$ cat config.mk
export PLATFORM = sky130hd
export DESIGN_NAME = usb_event_status
export DESIGN_NICKNAME = d
export VERILOG_FILES = /design/src/usb_event_pkg.sv /design/src/sticky_flag.sv /design/src/usb_event_status.sv
export SDC_FILE = /design/constraint.sdc
export NUM_CORES = 1
export LEC_CHECK = 0
export BUFFER_PORTS_ARGS = -buffer_cell sky130_fd_sc_hd__buf_2
export CELL_PAD_IN_SITES_DETAIL_PLACEMENT = 1
export CELL_PAD_IN_SITES_GLOBAL_PLACEMENT = 1
export CORE_UTILIZATION = 35
export DETAILED_ROUTE_END_ITERATION = 16
export GPL_TIMING_DRIVEN = 0
export PLACE_DENSITY = 0.81
export SLEW_MARGIN = 20
export SYNTH_ARGS = -nofsm -noshare
export SYNTH_HDL_FRONTEND = slang
export SYNTH_SLANG_ARGS = --single-unit
export TNS_END_PERCENT = 5
$ cat constraint.sdc
create_clock -name clk -period 1.5 [get_ports clk]
set_input_delay 0.15 -clock clk [delete_from_list [all_inputs] [get_ports clk]]
set_output_delay 0.15 -clock clk [all_outputs]
set_load 0.02 [all_outputs]
$ cat src/usb_event_pkg.sv
/*
 * Constants for the USB event status register block: register offsets,
 * bit positions, reset values and write masks.
 * Assumes a 32-bit register bus with byte addresses, one word per register.
 */
package usb_event_pkg;

   // byte offsets of the registers
   localparam logic [7:0] ENABLE_OFFSET = 8'h00;
   localparam logic [7:0] STATUS_OFFSET = 8'h04;
   localparam logic [7:0] EP_STATE_OFFSET = 8'h08;

   // status register bit positions
   localparam int BUS_BIT = 0;
   localparam int GENERAL_USB_BIT = 1;
   localparam int ATTACH_BIT = 2;
   localparam int WAKE_BIT = 3;
   localparam int EP_FLAG_LSB = 16;
   localparam int SETUP_BIT = 31;
   localparam int ENDPOINTS = 6;

   // enable register bit positions beyond the four interrupt enables
   localparam int WAKE_FUNC_BIT = 8;
   localparam int IN_NAK_BIT = 15;

   // endpoint state register: three bits of event kind per endpoint
   localparam int EP_KIND_LSB = 8;
   localparam int EP_KIND_WIDTH = 3;

   localparam logic [31:0] STATUS_RESET = 32'h0000_0000;
   localparam logic [31:0] ENABLE_RESET = 32'h0000_0000;
   localparam logic [31:0] EP_STATE_RESET = 32'h0000_0000;
   localparam logic [31:0] ENABLE_WRITE_MASK = 32'h0000_810F;
   localparam logic [31:0] STATUS_RESERVED_MASK = 32'h7FC0_FFF0;
   localparam logic [31:0] EP_STATE_RESERVED_MASK = 32'hFC00_00FF;
   localparam logic [31:0] UNMAPPED_READ = 32'h0000_0000;

   typedef logic [31:0] word_type;

endpackage : usb_event_pkg

$ cat src/sticky_flag.sv
/*
 * One sticky event flag: set by a hardware pulse, cleared by a clear pulse.
 * Assumes set and clear are synchronous to clk; set wins when both arrive.
 */
`timescale 1ns/100ps
module sticky_flag (
   // clock and reset
   input wire logic clk,
   input wire logic rst,
   // event and clear
   input wire logic set,
   input wire logic clear,
   // state
   output logic flag
);
   import usb_event_pkg::*;

   typedef struct packed {
      logic flag;
   } flag_state_type;

   flag_state_type state;
   flag_state_type next_state;

   always_comb begin
      next_state = state;
      // an event in the clearing cycle must not be lost
      if (set) begin
         next_state.flag = 1'b1;
      end else if (clear) begin
         next_state.flag = 1'b0;
      end
   end

   always_ff @(posedge clk) begin
      if (rst) begin
         state <= '0;
      end else begin
         state <= next_state;
      end
   end

   assign flag = state.flag;

endmodule : sticky_flag

$ cat src/usb_event_status.sv
/*
 * USB event status register with its interrupt enable register and the
 * endpoint event-kind register, reached over an Avalon-MM slave port.
 * Assumes the USB engine delivers one-cycle event pulses synchronous to clk.
 */
// Design decision made here: the Avalon-MM slave port.
//
// Overview of operation
// - writing one clears any implemented status bit
// - setup event sets bit 31 until cleared
// - bits 16..21 flag events on endpoints 0..5
// - bit 1 write-one clears all endpoint flags
// - three-bit event kind per endpoint, from bit 8
// - wake-up event sets bit 3, write-one clears
// - attach or detach sets bit 2, write-one clears
// - four enable bits gate the interrupt sources
`timescale 1ns/100ps
module usb_event_status (
   // clock and reset
   input wire logic clk,
   input wire logic rst,
   // avalon-mm slave
   input wire logic [7:0] address,
   input wire logic read,
   input wire logic write,
   input wire usb_event_pkg::word_type writedata,
   output usb_event_pkg::word_type readdata,
   output logic waitrequest,
   // events from the usb engine
   input wire logic setup_event,
   input wire logic [5:0] endpoint_event,
   input wire logic [17:0] endpoint_event_kind,
   input wire logic bus_event,
   input wire logic wake_event,
   input wire logic attach_detach_event,
   // to the rest of the controller
   output logic wake_function_enable,
   output logic in_nak_enable,
   output logic irq
);
   import usb_event_pkg::*;

   typedef struct packed {
      logic ack;
      word_type readdata;
      word_type enable;
      word_type ep_state;
   } regs_type;

   regs_type state;
   regs_type next_state;

   logic request;
   logic accept;
   logic write_status;
   logic [5:0] endpoint_flags;
   logic setup_flag;
   logic bus_event_flag;
   logic wake_event_flag;
   logic attach_detach_flag;
   logic general_usb_event_flag;
   word_type status_word;

   // one wait state per access: the answer is always the second cycle
   assign request = read || write;
   assign waitrequest = request && !state.ack;
   assign accept = request && state.ack;
   assign write_status = accept && write && (address == STATUS_OFFSET);

   sticky_flag setup_cell (
      .clk(clk),
      .rst(rst),
      .set(setup_event),
      .clear(write_status && writedata[SETUP_BIT]),
      .flag(setup_flag)
   );

   sticky_flag bus_cell (
      .clk(clk),
      .rst(rst),
      .set(bus_event),
      .clear(write_status && writedata[BUS_BIT]),
      .flag(bus_event_flag)
   );

   sticky_flag wake_cell (
      .clk(clk),
      .rst(rst),
      .set(wake_event),
      .clear(write_status && writedata[WAKE_BIT]),
      .flag(wake_event_flag)
   );

   sticky_flag attach_cell (
      .clk(clk),
      .rst(rst),
      .set(attach_detach_event),
      .clear(write_status && writedata[ATTACH_BIT]),
      .flag(attach_detach_flag)
   );

   genvar ep;
   generate
      for (ep = 0; ep < ENDPOINTS; ep++) begin : endpoint_slot
         sticky_flag endpoint_cell (
            .clk(clk),
            .rst(rst),
            .set(endpoint_event[ep]),
            // own bit or the general usb bit clears the flag
            .clear(write_status && (writedata[EP_FLAG_LSB + ep]
                   || writedata[GENERAL_USB_BIT])),
            .flag(endpoint_flags[ep])
         );

      end
   endgenerate

   // bit 1 reads as the summary of the endpoint flags
   assign general_usb_event_flag = |endpoint_flags;

   always_comb begin
      status_word = STATUS_RESET;
      status_word[SETUP_BIT] = setup_flag;
      status_word[EP_FLAG_LSB +: ENDPOINTS] = endpoint_flags;
      status_word[WAKE_BIT] = wake_event_flag;
      status_word[ATTACH_BIT] = attach_detach_flag;
      status_word[GENERAL_USB_BIT] = general_usb_event_flag;
      status_word[BUS_BIT] = bus_event_flag;
   end

   always_comb begin
      next_state = state;
      next_state.ack = waitrequest;
      // read data captured during the wait state, stands at the answer edge
      if (waitrequest && read) begin
         case (address)
            ENABLE_OFFSET: begin
               next_state.readdata = state.enable;
            end
            STATUS_OFFSET: begin
               next_state.readdata = status_word & ~STATUS_RESERVED_MASK;
            end
            EP_STATE_OFFSET: begin
               next_state.readdata = state.ep_state;
            end
            default: begin
               next_state.readdata = UNMAPPED_READ;
            end
         endcase
      end
      if (accept && write && (address == ENABLE_OFFSET)) begin
         next_state.enable = writedata & ENABLE_WRITE_MASK;
      end
      // latest event kind per endpoint, read-only to software
      for (int i = 0; i < ENDPOINTS; i++) begin
         if (endpoint_event[i]) begin
            next_state.ep_state[EP_KIND_LSB + EP_KIND_WIDTH * i +: EP_KIND_WIDTH] =
               endpoint_event_kind[EP_KIND_WIDTH * i +: EP_KIND_WIDTH];
         end
      end
   end

   always_ff @(posedge clk) begin
      if (rst) begin
         state.ack <= 1'b0;
         state.readdata <= UNMAPPED_READ;
         state.enable <= ENABLE_RESET;
         state.ep_state <= EP_STATE_RESET;
      end else begin
         state <= next_state;
      end
   end

   assign readdata = state.readdata;
   assign wake_function_enable = state.enable[WAKE_FUNC_BIT];
   assign in_nak_enable = state.enable[IN_NAK_BIT];

   // setup shares the usb enable, so it raises irq only while enable bit 1 is set
   assign irq = (bus_event_flag && state.enable[BUS_BIT])
      || ((general_usb_event_flag || setup_flag) && state.enable[GENERAL_USB_BIT])
      || (attach_detach_flag && state.enable[ATTACH_BIT])
      || (wake_event_flag && state.enable[WAKE_BIT]);
endmodule : usb_event_status

==> results of run 1 <==
-- worst register-to-register path, cell delays in order, from the launching register on --
cell and delay, ns:
dfxtp_1 0.33, buf_4 0.15, nor2b_2 0.05, buf_6 0.13, nor2_2 0.27, buf_4 0.25
a22o_1 0.15
-- state kept, by name, indices dropped and copies added, names as in the netlist --
name	flops
attach_cell.flag	1
bus_cell.flag	1
endpoint_slot.endpoint_cell.flag	6
in_nak_enable	1
readdata	23
setup_cell.flag	1
state	23
wake_cell.flag	1
wake_function_enable	1
-- power groups by stage --
stage               logic (µW)  clock network [µW]  registers (µW)
floorplan                  227                   0            1640
global placement           345                   0            1660
detailed placement         356                   0            1660
CTS                        363                1510            1630
global route               397                1580            1630
finish                     362                1480            1630
-- stage by stage --
| stage | setup TNS (ns) | utilization [%] | hold WS (ns) |
|---|---|---|---|
| 2_1_floorplan | 0 | - | 0.2921 |
| 3_3_place_gp | -0.1180 | 43.67 | 0.3880 |
| 3_5_place_dp | -0.4303 | 43.67 | 0.3979 |
| 4_1_cts | -0.4082 | 46.62 | 0.03468 |
| 5_1_grt | -0.4103 | 46.72 | 0.04644 |
| 6_report | -0.3575 | 46.72 | 0.04133 |
-- Yosys cell counts (all sizes together) --
| master | instances |
|---|---|
| nand2 | 22 |
| a22o | 10 |
| nand2b | 1 |
| dfxtp | 58 |
| and3 | 2 |
| o2bb2ai | 4 |
| o22ai | 1 |
| nor3 | 7 |
| a32o | 1 |
| clkbuf | 14 |
| a211oi | 10 |
| nor4bb | 1 |
| and3b | 12 |
| nor2 | 39 |
| mux2i | 27 |
| or3b | 1 |
| or4 | 1 |
| nor4 | 1 |
| inv | 1 |
| a21oi | 8 |
| nor3b | 6 |
| o2111ai | 6 |
| nand4 | 3 |
| mux2 | 2 |
| o41ai | 1 |
| and4b | 1 |
| nor2b | 2 |
| and4 | 1 |
| a222oi | 1 |
| conb | 1 |
| buf | 42 |
-- cell type report --
class | instances | area [µm²] | share of cell area (%)
clock buffers | 10 | 137.6 | 3.997
multi-input cells | 180 | 1206 | 35.03
plain buffers | 56 | 376.6 | 10.94
flip-flops and latches | 58 | 1162 | 33.76
well taps | 99 | 123.9 | 3.597
clock inverters | 6 | 66.31 | 1.926
repair buffers | 72 | 366.6 | 10.65
inverters | 1 | 3.754 | 0.1090
-- cells in the final DEF, fill, tap and decap left out, types with 2 or more instances in the layout --
cell type,count
nor2_1,38
clkbuf_8,10
dfxtp_1,57
o2bb2ai_1,4
a211oi_1,10
buf_2,74
and3b_1,12
buf_6,3
a22o_1,10
mux2i_1,27
clkinvlp_4,3
buf_4,36
nand2_1,22
nand4_1,3
mux2_2,2
nor3_1,7
nor3b_1,6
o2111ai_1,6
conb_1,9
a21oi_1,8
clkbuf_1,13
-- what timing repair did --
action	CTS	global route
endpoints found under the hold margin	0	0
gates cloned	0	0
gates resized for setup	3	3
setup endpoints to repair	11	1
hold buffers	0	0
-- worst max path at each step --
stage / startpoint / slack (ns) / endpoint / depth (start not counted)
after global placement: endpoint_slot[5].endpoint_cell.flag / -0.12 / irq / 4
final: endpoint_slot[5].endpoint_cell.flag / -0.36 / irq / 4
after CTS: endpoint_slot[5].endpoint_cell.flag / -0.41 / irq / 4
after detailed placement: endpoint_slot[5].endpoint_cell.flag / -0.13 / irq / 4
after global routing: endpoint_slot[5].endpoint_cell.flag / -0.41 / irq / 4
after floorplan: endpoint_slot[5].endpoint_cell.flag / 0.10 / irq / 3
-- cells by family after synthesis --
group | count (synthesis) | synth area share (%)
flops | 58 | 42.94
other cells | 1 | 0.1387
compound gates | 42 | 12.03
simple gates | 100 | 19.99
mux | 29 | 10.83
buf+inv | 57 | 14.07
-- layer usage --
metal,GRT usage (%),vias up,part of all wire (%)
met3,3.553,11,4.4
li1,-,1147,-
met4,10.08,0,2.1
met1,22.72,1121,44
met2,33.27,62,49
met5,0,-,0
==> key figures, run 1 <==
Status
  – Status: finished, violations left
  – Failing checks: negative setup slack

Setup path
  – CP cell instances: or4_4 > o41ai_2 > nand2_1 > buf_6
  – CP Class: reg2out
  – R2r endpoint: readdata[23]
  – Top delay family on crit path: simple AND/OR/NAND/NOR gates
  – Startpoint types: flop
  – Highest-delay cell along the critical path: or4_4
  – R2R cell count: 6
  – Worst path max stage delay: ~0.54 ns
  – Worst r2r src: state[96]
  – R2r setup slk: about 0.12 ns
  – Worst EP arrival: approximately 1.7 ns
  – WP data required: 1.35 ns
  – CP Capture Type: primary output
  – Crit-path max FO: 3
  – Critical path buffers and inverters: 1

Timing
  – Final setup fails: 1
  – Fin. max-slew vios: 0
  – Worst-Margin Slew: a little over 0.6 ns
  – Post-layout worst setup margin: -0.3575 ns
  – RSZ-0062 raised after global routing: true
  – Clock Skews: 0.009331 ns
  – Max_slew headroom: 59.61%
  – Fmax: 538.4 MHz
  – Final Hold Vio Count: 0
  – Period minus WS final: 1.857 ns
  – Tcrit/Tclk final: 123.8%

Routing
  – DRC Markers: 0
  – DRT Pass-1 Iters: 4
  – DRT iter0 DRCs: 105
  – Drt wl/cell: 15.29 µm
  – Routed vias/inst: 4.857
  – ANT nets after route: 0
  – Via count: 2341
  – Routed WL: 7371 µm

Worst hold path
  – Worst hold path class: in2reg
  – WHS Path Cells: 3
  – Worst Hold End: state[18]
  – HP Start: endpoint_event_kind[10]

Pwr
  – Sw Share: 26.33%
  – Worst vdd ir: about 0.46 mV
  – Power Total: 3472 µW
  – Leak pwr: 0.001627 µW
  – Combinational share of power: 10.4%
  – Power Dens Cells: 1008 mW/mm²
  – Switch Pwr: a little over 900 µW
  – Clock power frac: 42.7%
  – Reg power frac: 46.9%
  – P_int: 2558 µW

Logic synthesis
  – Synth cell types: 37
  – Register area share after synthesis: 42.94%
  – Post-synthesis cell count: ~290
  – Seq cells post-synth: 58
  – Post-Syn Area per Cell: 9.421 µm²
  – Cell taking the most area after synthesis: dfxtp_1
  – Yosys warning count: 0
  – Top cells by area, synth: dfxtp_1 43%, buf_4 10%, mux2i_1 10%
  – Synth top area share: 42.94%
  – Post-Syn Area: 0.002704 mm²

Floorplan
  – Area of the die: 0.008081 mm²
  – Core ar.: 0.007370 mm²
  – Initial Utilization: 36.69%
  – Die extent in x: 89.90 µm
  – Ports: 108
  – Row count: 31
  – DIE HEIGHT: 89.90 µm

Placed design
  – Detail Placement HPWL: 5471 µm
  – I/O Buffers: 72
  – RePlAce Congestion: 0.8326
  – Pre-CTS setup slack: -0.1260 ns
  – # placed instances: 466
  – Post-DP Area: around 0.0032 mm²

CTS
  – Clk buf depth: 2
  – # clock sinks: 58
  – Clock Pin Slew Worst Setup and Hold Paths: ~0.070 ns
  – H-Tree Depth: 3
  – Worst skew pair latency: ~0.35 ns
  – Cts bufs inserted: 9
  – CTS tree: built
  – Post-CTS setup buffers: 0
  – CTS Root Cell: clkbuf_8

Run
  – Max Cap Violations: 0

Global route
  – Tot GR Track Use: 19.27%
  – First-pass GRT wire length: 12070 µm
  – Number of global-route vias before repair: 2449
  – Initial antenna violation count: 0
  – Pin count of the biggest net entering global routing: 12
  – GRT overflow: 0

Layout
  – Fill count: 895
  – Diode count: 0
  – Final Net Count: between 400 and 500
  – Finished Layout Cells: 482
  – Fraction of layout cells with a size suffix above 1: between 30% and 40%
  – Area grow syn2layout: 27.35%
  – Final instance area: roughly 0.0034 mm²
Power figures use the tool's default switching activity.
==> run 2, diff against run 1 <==
--- a/config.mk
+++ b/config.mk
@@ -8,10 +8,12 @@
 export BUFFER_PORTS_ARGS = -buffer_cell sky130_fd_sc_hd__buf_2
 export CELL_PAD_IN_SITES_DETAIL_PLACEMENT = 1
 export CELL_PAD_IN_SITES_GLOBAL_PLACEMENT = 1
+export CORE_ASPECT_RATIO = 1.4
 export CORE_UTILIZATION = 35
 export DETAILED_ROUTE_END_ITERATION = 16
 export GPL_TIMING_DRIVEN = 0
 export PLACE_DENSITY = 0.81
+export SETUP_SLACK_MARGIN = 0.15
 export SLEW_MARGIN = 20
 export SYNTH_ARGS = -nofsm -noshare
 export SYNTH_HDL_FRONTEND = slang
==> constraint.sdc (replaced) <==
create_clock -name clk -period 1.9 [get_ports clk]
set_input_delay 0.19 -clock clk [delete_from_list [all_inputs] [get_ports clk]]
set_output_delay 0.19 -clock clk [all_outputs]
set_load 0.02 [all_outputs]
==> run 2 against run 1 <==
  * The run still ends with negative setup slack left
  * Sequential share of layout area up 0.20 points
  * Combinational power down 22%
  * Clock skew down 0.0053 ns
  * Hold slack better by 0.038 ns
  * Global-route usage down 0.62 points
  * Final area down 0.58%
  * Count of clock-buffer cells in the layout up 3
  * Sequential cell count unchanged
  * Critical path type unchanged
  * Critical endpoint unchanged
  * Largest cell class unchanged
==> key figures, run 2 (synthesis gave the netlist of run 1 again) <==
Setup path
  – Worst EP arrival: 1.74 ns (+0.03 ns)
  – R2r setup slk: 0.44 ns (+0.32 ns)
  – CP Capture Type: primary output
  – R2r endpoint: wake_function_enable
  – Highest-delay cell along the critical path: or4_4
  – Critical path buffers and inverters: 1 (unchanged)
  – CP cell instances: or4_4 > o41ai_2 > nand2_1 > buf_6
  – Crit path depth: 4 (unchanged)
  – Startpoint types: flop
  – Worst path max stage delay: 0.54 ns (about the same)
  – Top delay family on crit path: simple AND/OR/NAND/NOR gates
  – CP Class: reg2out
  – R2R cell count: 5 (-1)
  – Worst setup startpoint: endpoint_slot[5].endpoint_cell.flag
  – Worst r2r src: state[96]
  – Crit-path max FO: 3 (unchanged)
  – WP data required: 1.71 ns (+0.36 ns)
  – Critical Path Sink: irq

CTS
  – Clock Pin Slew Worst Setup and Hold Paths: 0.06 ns (about the same)
  – Clk buf depth: 2 (unchanged)
  – # clock sinks: 58 (unchanged)
  – H-Tree Depth: 3 (unchanged)
  – CTS tree: built
  – Worst skew pair latency: 0.35 ns (about the same)
  – CTS Hold Bufs: 0 (unchanged)
  – CTS Root Cell: clkbuf_8
  – Post-CTS setup buffers: 0 (unchanged)
  – Cts bufs inserted: 9 (unchanged)

Status
  – Failing checks: negative setup slack
  – Status: finished, violations left

Pwr
  – Power Dens Cells: 773.0 mW/mm² (-23%)
  – Reg power frac: 48.5% (+1.6 points)
  – Switch Pwr: 662.8 µW (-28%)
  – Clock power frac: 40.8% (-1.9 points)
  – Combinational share of power: 10.6% (+0.2 points)
  – P_int: 1984 µW (-22%)
  – Worst vdd ir: 0.3853 mV (-16%)
  – Sw Share: 25.04% (-1.3 points)
  – Leak pwr: 0.001634 µW (+0.42%)

Routing
  – Routed WL: 7214 µm (-2.1%)
  – DRT iter0 DRCs: 95 (-9.5%)
  – Via count: 2325 (-0.68%)
  – Routed vias/inst: 4.854 (about the same)
  – ANT nets after route: 0 (unchanged)
  – DRT Pass-1 Iters: 4 (unchanged)
  – DRC Markers: 0 (unchanged)
  – Drt wl/cell: 15.06 µm (-1.5%)

Timing
  – Worst-Margin Slew: 0.5946 ns (-0.01132 ns)
  – Clock Skews: 0.004061 ns (-0.005270 ns)
  – Tcrit/Tclk final: 101.4%
  – Final Hold Vio Count: 0 (unchanged)
  – Final setup fails: 1 (unchanged)
  – Fmax: 519.1 MHz
  – WHS: 0.07884 ns (+0.03751 ns)
  – Fin. max-slew vios: 0 (unchanged)
  – RSZ-0062 raised after global routing: true
  – Period minus WS final: around 1.9 ns
  – Max_slew headroom: 60.36% (+0.75 points)
  – Post-layout worst setup margin: -0.02647 ns (+0.3310 ns)

Worst hold path
  – Worst hold path class: in2reg
  – HP Start: endpoint_event_kind[6]

Placed design
  – Pre-CTS setup slack: 0.2382 ns (+0.3642 ns)
  – I/O Buffers: 72 (unchanged)
  – Post-DP Area: 0.003216 mm² (about the same)
  – RePlAce Congestion: 0.7974 (-4.2%)
  – Detail Placement HPWL: 5448 µm (-0.42%)

Global route
  – Pin count of the biggest net entering global routing: 11 (-1)
  – First-pass GRT wire length: 11740 µm (-2.7%)
  – Tot GR Track Use: 18.64% (-0.62 points)
  – Initial antenna violation count: 0 (unchanged)
  – GRT overflow: 0 (unchanged)
  – Number of global-route vias before repair: 2463 (+0.57%)

Layout
  – Fraction of layout cells with a size suffix above 1: 36.65% (-0.43 points)
  – Multi-input gate area: 0.001204 mm² (-0.21%)
  – Area grow syn2layout: 26.61%
  – Fill count: 915 (+2.2%)
  – Commonest non-fill, non-tap cell in the layout: buf_2
  – Final Net Count: 450 (unchanged)
  – Commonest cells after routing, fill and taps aside: 74 x buf_2, 57 x dfxtp_1, 39 x nor2_1
  – FF+latch area: 0.001162 mm² (unchanged)
  – Final design utilization: 46.22% (-0.51 points)
  – Final instance area: 0.003423 mm² (-0.58%)
  – Diode count: 0 (unchanged)

Floorplan
  – Row count: 37 (+19%)
  – Die extent in x: 76.29 µm (-15%)
  – Area of the die: 0.008086 mm² (about the same)
  – DIE HEIGHT: 106.0 µm (+18%)
  – Core ar.: 0.007407 mm² (+0.51%)
  – Ports: 108 (unchanged)
  – Initial Utilization: 36.50% (-0.19 points)

Run
  – Max Cap Violations: 0 (unchanged)
run 2: final cells by class:
class,count,area share (%)
sequential,58,33.95
clock buffer,13,5.227
inverter,1,0.1096
buffer,56,11.00
timing repair buffer,72,10.71
clock inverter,2,0.2924
multi-input combinational,180,35.16
tap,97,3.545
run 2: how the worst min path moves through the flow:
| stage | end | cells after the start | slack (ns) |
|---|---|---|---|
| floorplan | state[32] | 2 | 0.33 |
| global placement | state[14] | 3 | 0.42 |
| detailed placement | state[14] | 3 | 0.43 |
| CTS | state[14] | 3 | 0.08 |
| global route | state[20] | 3 | 0.1 |
| finish | state[14] | 3 | 0.08 |
run 2: power by group through the flow:
stage | combinational [µW] | clock [µW] | sequential, µW
5_1_grt | 311 | 1150 | 1290
4_1_cts | 284 | 1100 | 1280
2_1_floorplan | 179 | 0 | 1300
3_3_place_gp | 271 | 0 | 1310
6_report | 282 | 1080 | 1280
3_5_place_dp | 279 | 0 | 1310
run 2: what timing repair did:
item                       CTS  global route
setup endpoints to repair    1             1
gates cloned                 0             0
gates resized for setup      5             0
pin swaps                    0             0
run 2: through the flow:
stage	cells	power, µW	TNS (ns)
6_report	479	2646	-0.02647
5_1_grt	479	2743	-0.07925
4_1_cts	479	2665	-0.04642
3_5_place_dp	464	1588	0
3_3_place_gp	464	1577	0
2_1_floorplan	295	1478	0
run 2: layer usage:
layer  routed length, µm  part of all wire [%]  track usage, %  vias up
met5                   0                     0               0        -
met4                 195                   2.7           10.71        0
met3                 370                   5.1           3.519       18
met2                3706                    51           33.85       73
met1                2941                    41           20.01     1090
li1                    -                     -               -     1144
run 2: worst reg2reg max path, delay by kind of cell, from the launching register on:
family / cells / cell delay [ns]
buffers and inverters: 2 / 0.29
multiplexers: 1 / 0.19
flip-flops: 1 / 0.33
AND/OR/NAND/NOR: 2 / 0.59
==> run 3, diff against run 2 <==
--- a/config.mk
+++ b/config.mk
@@ -5,14 +5,16 @@
 export SDC_FILE = /design/constraint.sdc
 export NUM_CORES = 1
 export LEC_CHECK = 0
+export ABC_AREA = 1
 export BUFFER_PORTS_ARGS = -buffer_cell sky130_fd_sc_hd__buf_2
 export CELL_PAD_IN_SITES_DETAIL_PLACEMENT = 1
 export CELL_PAD_IN_SITES_GLOBAL_PLACEMENT = 1
 export CORE_ASPECT_RATIO = 1.4
 export CORE_UTILIZATION = 35
+export CTS_BUF_LIST = sky130_fd_sc_hd__clkbuf_4 sky130_fd_sc_hd__clkbuf_8
 export DETAILED_ROUTE_END_ITERATION = 16
 export GPL_TIMING_DRIVEN = 0
-export PLACE_DENSITY = 0.81
+export PLACE_DENSITY = 0.85
 export SETUP_SLACK_MARGIN = 0.15
 export SLEW_MARGIN = 20
 export SYNTH_ARGS = -nofsm -noshare
==> run 3 against run 2 <==
  * Global-route usage up 1.8 points
  * Synthesized cell count is 28% higher
  * Highest routed layer unchanged
  * Sequential power about the same
  * Final area rose by 2.2%
  * Hold slack lost 0.010 ns
  * Synthesized area hardly changed
  * The run now ends clean
  * Register-to-register slack better by 0.17 ns
  * Largest power group is now the clock network
  * Combinational power up 19%
  * Count of clock-buffer cells in the layout unchanged
  * Die area hardly changed
  * Via count is 16% higher
==> key figures, run 3 <==
Status
  – Status: complete, no violations

Pwr
  – Leak pwr: 0.001693 µW (+3.6%)
  – Power Dens Cells: 863.9 mW/mm² (+12%)
  – Worst vdd ir: 0.4619 mV (+20%)

Logic synthesis
  – Post-Syn Area per Cell: 7.371 µm² (-22%)
  – Synth Area in Simple Gates: 29.09% (+9.1 points)
  – Synth cell types: 24 (-35%)
  – Post-synthesis cell count: 367 (+28%)
  – Seq cells post-synth: 58 (unchanged)
  – Synth Area in Compound Gates: 13.32% (+1.3 points)
  – Synth Area in Adders: 0% (unchanged)
  – Xor-xnor portion of the synthesized cell area: 0% (unchanged)
  – Most common cell in the netlist: nand2_1
  – Synth top area share: 42.92% (about the same)
  – Register area share after synthesis: 42.92% (about the same)
  – Top cells by area, synth: dfxtp_1 43%, nand2_1 10%, buf_4 9.2%
  – Fraction of registers with async set or reset after synthesis: 0% (unchanged)
  – Main combinational cell family by area after synthesis: simple AND/OR/NAND/NOR gates
  – Post-synth EDFFs: 0 (unchanged)
  – Cell taking the most area after synthesis: dfxtp_1
  – Main flop type after synthesis: dfxtp_1
  – Synth cell count leaders: 72 x nand2_1, 58 x dfxtp_1, 44 x nor2_1, 36 x nand3_1, 35 x a21oi_1
  – Mux contribution to synthesized area: 0% (-11 points)
  – Post-Syn Area: 0.002705 mm² (about the same)
  – Yosys warning count: 0 (unchanged)

CTS
  – Post-CTS setup buffers: 0 (unchanged)
  – Worst skew pair latency: 0.34 ns (about the same)
  – CTS tree: built
  – Clock Pin Slew Worst Setup and Hold Paths: 0.07 ns (about the same)
  – CTS resizes: 0 (-5)
  – Cts bufs inserted: 9 (unchanged)
  – CTS Hold Bufs: 0 (unchanged)
  – # clock sinks: 58 (unchanged)
  – Clk buf depth: 2 (unchanged)
  – CTS Root Cell: clkbuf_8
  – H-Tree Depth: 3 (unchanged)

Global route
  – First-pass GRT wire length: 12940 µm (+10%)
  – Tot GR Track Use: 20.46% (+1.8 points)
  – Initial antenna violation count: 0 (unchanged)
  – Number of global-route vias before repair: 2779 (+13%)
  – GRT overflow: 0 (unchanged)
  – Pin count of the biggest net entering global routing: 11 (unchanged)

Setup path
  – CP cell instances: nor2_1 > nand3_1 > o21ai_0 > nand4_1 > buf_2
  – WP data required: 1.71 ns (about the same)
  – Highest-delay cell along the critical path: dfxtp_1
  – CP Class: reg2out
  – Top delay family on crit path: simple AND/OR/NAND/NOR gates
  – Startpoint types: flop
  – Worst EP arrival: 1.35 ns (-0.39 ns)
  – CP Capture Type: primary output
  – Crit-path max FO: 3 (unchanged)
  – Critical path buffers and inverters: 1 (unchanged)
  – Worst path max stage delay: 0.33 ns (-0.21 ns)

Floorplan
  – Area of the die: 0.008089 mm² (about the same)
  – Row count: 37 (unchanged)
  – Core ar.: 0.007407 mm² (unchanged)
  – Die extent in x: 76.30 µm (about the same)
  – DIE HEIGHT: 106.0 µm (about the same)
  – Ports: 108 (unchanged)
  – Initial Utilization: 36.52% (about the same)

Worst hold path
  – Worst hold path class: in2reg

Timing
  – Final setup fails: 0 (-1)
  – Fin. max-slew vios: 0 (unchanged)
  – Tcrit/Tclk final: 81.30% (-20 points)
  – RSZ-0062 raised after global routing: false
  – Fmax: 647.4 MHz (+25%)
  – Max_slew headroom: 66.36% (+6.0 points)
  – Period minus WS final: 1.545 ns (-0.3818 ns)
  – Total Neg Setup Slack: 0 ns (+0.02647 ns)
  – Worst-Margin Slew: 0.5046 ns (-0.08997 ns)
  – Final Hold Vio Count: 0 (unchanged)
  – Clock Skews: 0.01081 ns (+0.006746 ns)

Placed design
  – I/O Buffers: 79 (+9.7%)
  – Detail Placement HPWL: 5936 µm (+8.9%)
  – # placed instances: 551 (+19%)
  – RePlAce Congestion: 0.7557 (-5.2%)

Routing
  – Drt wl/cell: 13.60 µm (-9.7%)
  – Routed WL: 7713 µm (+6.9%)
  – DRT Pass-1 Iters: 4 (unchanged)
  – DRC Markers: 0 (unchanged)
  – Routed vias/inst: 4.743 (-2.3%)
  – DRT iter0 DRCs: 97 (+2.1%)
  – ANT nets after route: 0 (unchanged)
  – Via count: 2689 (+16%)

Run
  – Max Cap Violations: 0 (unchanged)

Layout
  – Commonest non-fill, non-tap cell in the layout: buf_2
  – Fraction of layout cells with a size suffix above 1: 34.68% (-2.0 points)
  – Diode count: 0 (unchanged)
  – Fill count: 988 (+8.0%)
  – Final Net Count: 537 (+19%)
  – Area grow syn2layout: 29.37%
  – Commonest cells after routing, fill and taps aside: 86 x buf_2, 72 x nand2_1, 58 x dfxtp_1
  – Finished Layout Cells: 567 (+18%)
-- run 3: cell count changes after synthesis, moves of 9 or more --
cell | before | now
nand2_1 | 22 | 72
nand3_1 | 0 | 36
a21oi_1 | 8 | 35
mux2i_1 | 27 | 0
o21ai_0 | 0 | 27
inv_1 | 1 | 17
and3b_1 | 12 | 0
a211oi_1 | 10 | 0
a22o_1 | 10 | 0
clkbuf_1 | 13 | 4
-- run 3: cells by family after synthesis --
family                 count (synthesis)
buffers and inverters                 65
AND/OR/NAND/NOR                      174
AO/OA/AOI/OAI                         69
other                                  1
flip-flops                            58
-- run 3: worst paths after layout --
check	slack (ns)	to	cells after the start	startpoint
min	0.07	state[12]	3	endpoint_event_kind[4]
max	0.36	irq	5	endpoint_slot[1].endpoint_cell.flag
min reg2reg	0.45	readdata[14]	2	state[14]
max reg2reg	0.61	readdata[24]	4	state[96]
-- run 3: where the power goes --
part | total (µW) | switching (µW) | internal [µW]
Clock | 1380 | 492 | 884
Sequential | 1310 | 36.2 | 1280
Combinational | 336 | 200 | 136
-- run 3: area by class of cell --
type | count | area (µm²) | area share (%)
multi-input cells | 252 | 1181 | 33.75
repair buffers | 79 | 395.4 | 11.30
clock inverters | 3 | 68.82 | 1.966
flip-flops and latches | 58 | 1161 | 33.18
plain buffers | 46 | 320.3 | 9.153
well taps | 97 | 121.4 | 3.468
clock buffers | 13 | 178.9 | 5.113
inverters | 19 | 72.57 | 2.074
-- run 3: metal layers --
layer	GRT usage [%]	vias to the layer above	part of all wire (%)
met4	9.478	0	2.3
met1	21.36	1267	40
met2	38.74	65	54
met3	4.120	13	3.7
li1	-	1344	-
met5	0	-	0
-- run 3: worst min-delay path: stages --
cell	delay, ns
buf_2	0.07
nor2_1	0.03
nor2_1	0.08
-- run 3: metrics by stage --
stage               util, %  hold slack, ns  power [µW]  setup WS, ns  instance area (µm²)
global placement      43.90          0.4154        1660        0.6136                 3252
detailed placement    43.90          0.4233        1673        0.5654                 3252
floorplan                 -          0.3240        1536        0.8685                 2735
global route          47.25         0.07607        3143        0.2418                 3500
CTS                   47.25         0.06819        3040        0.3029                 3500
finish                47.25         0.06857        3023        0.3553                 3500
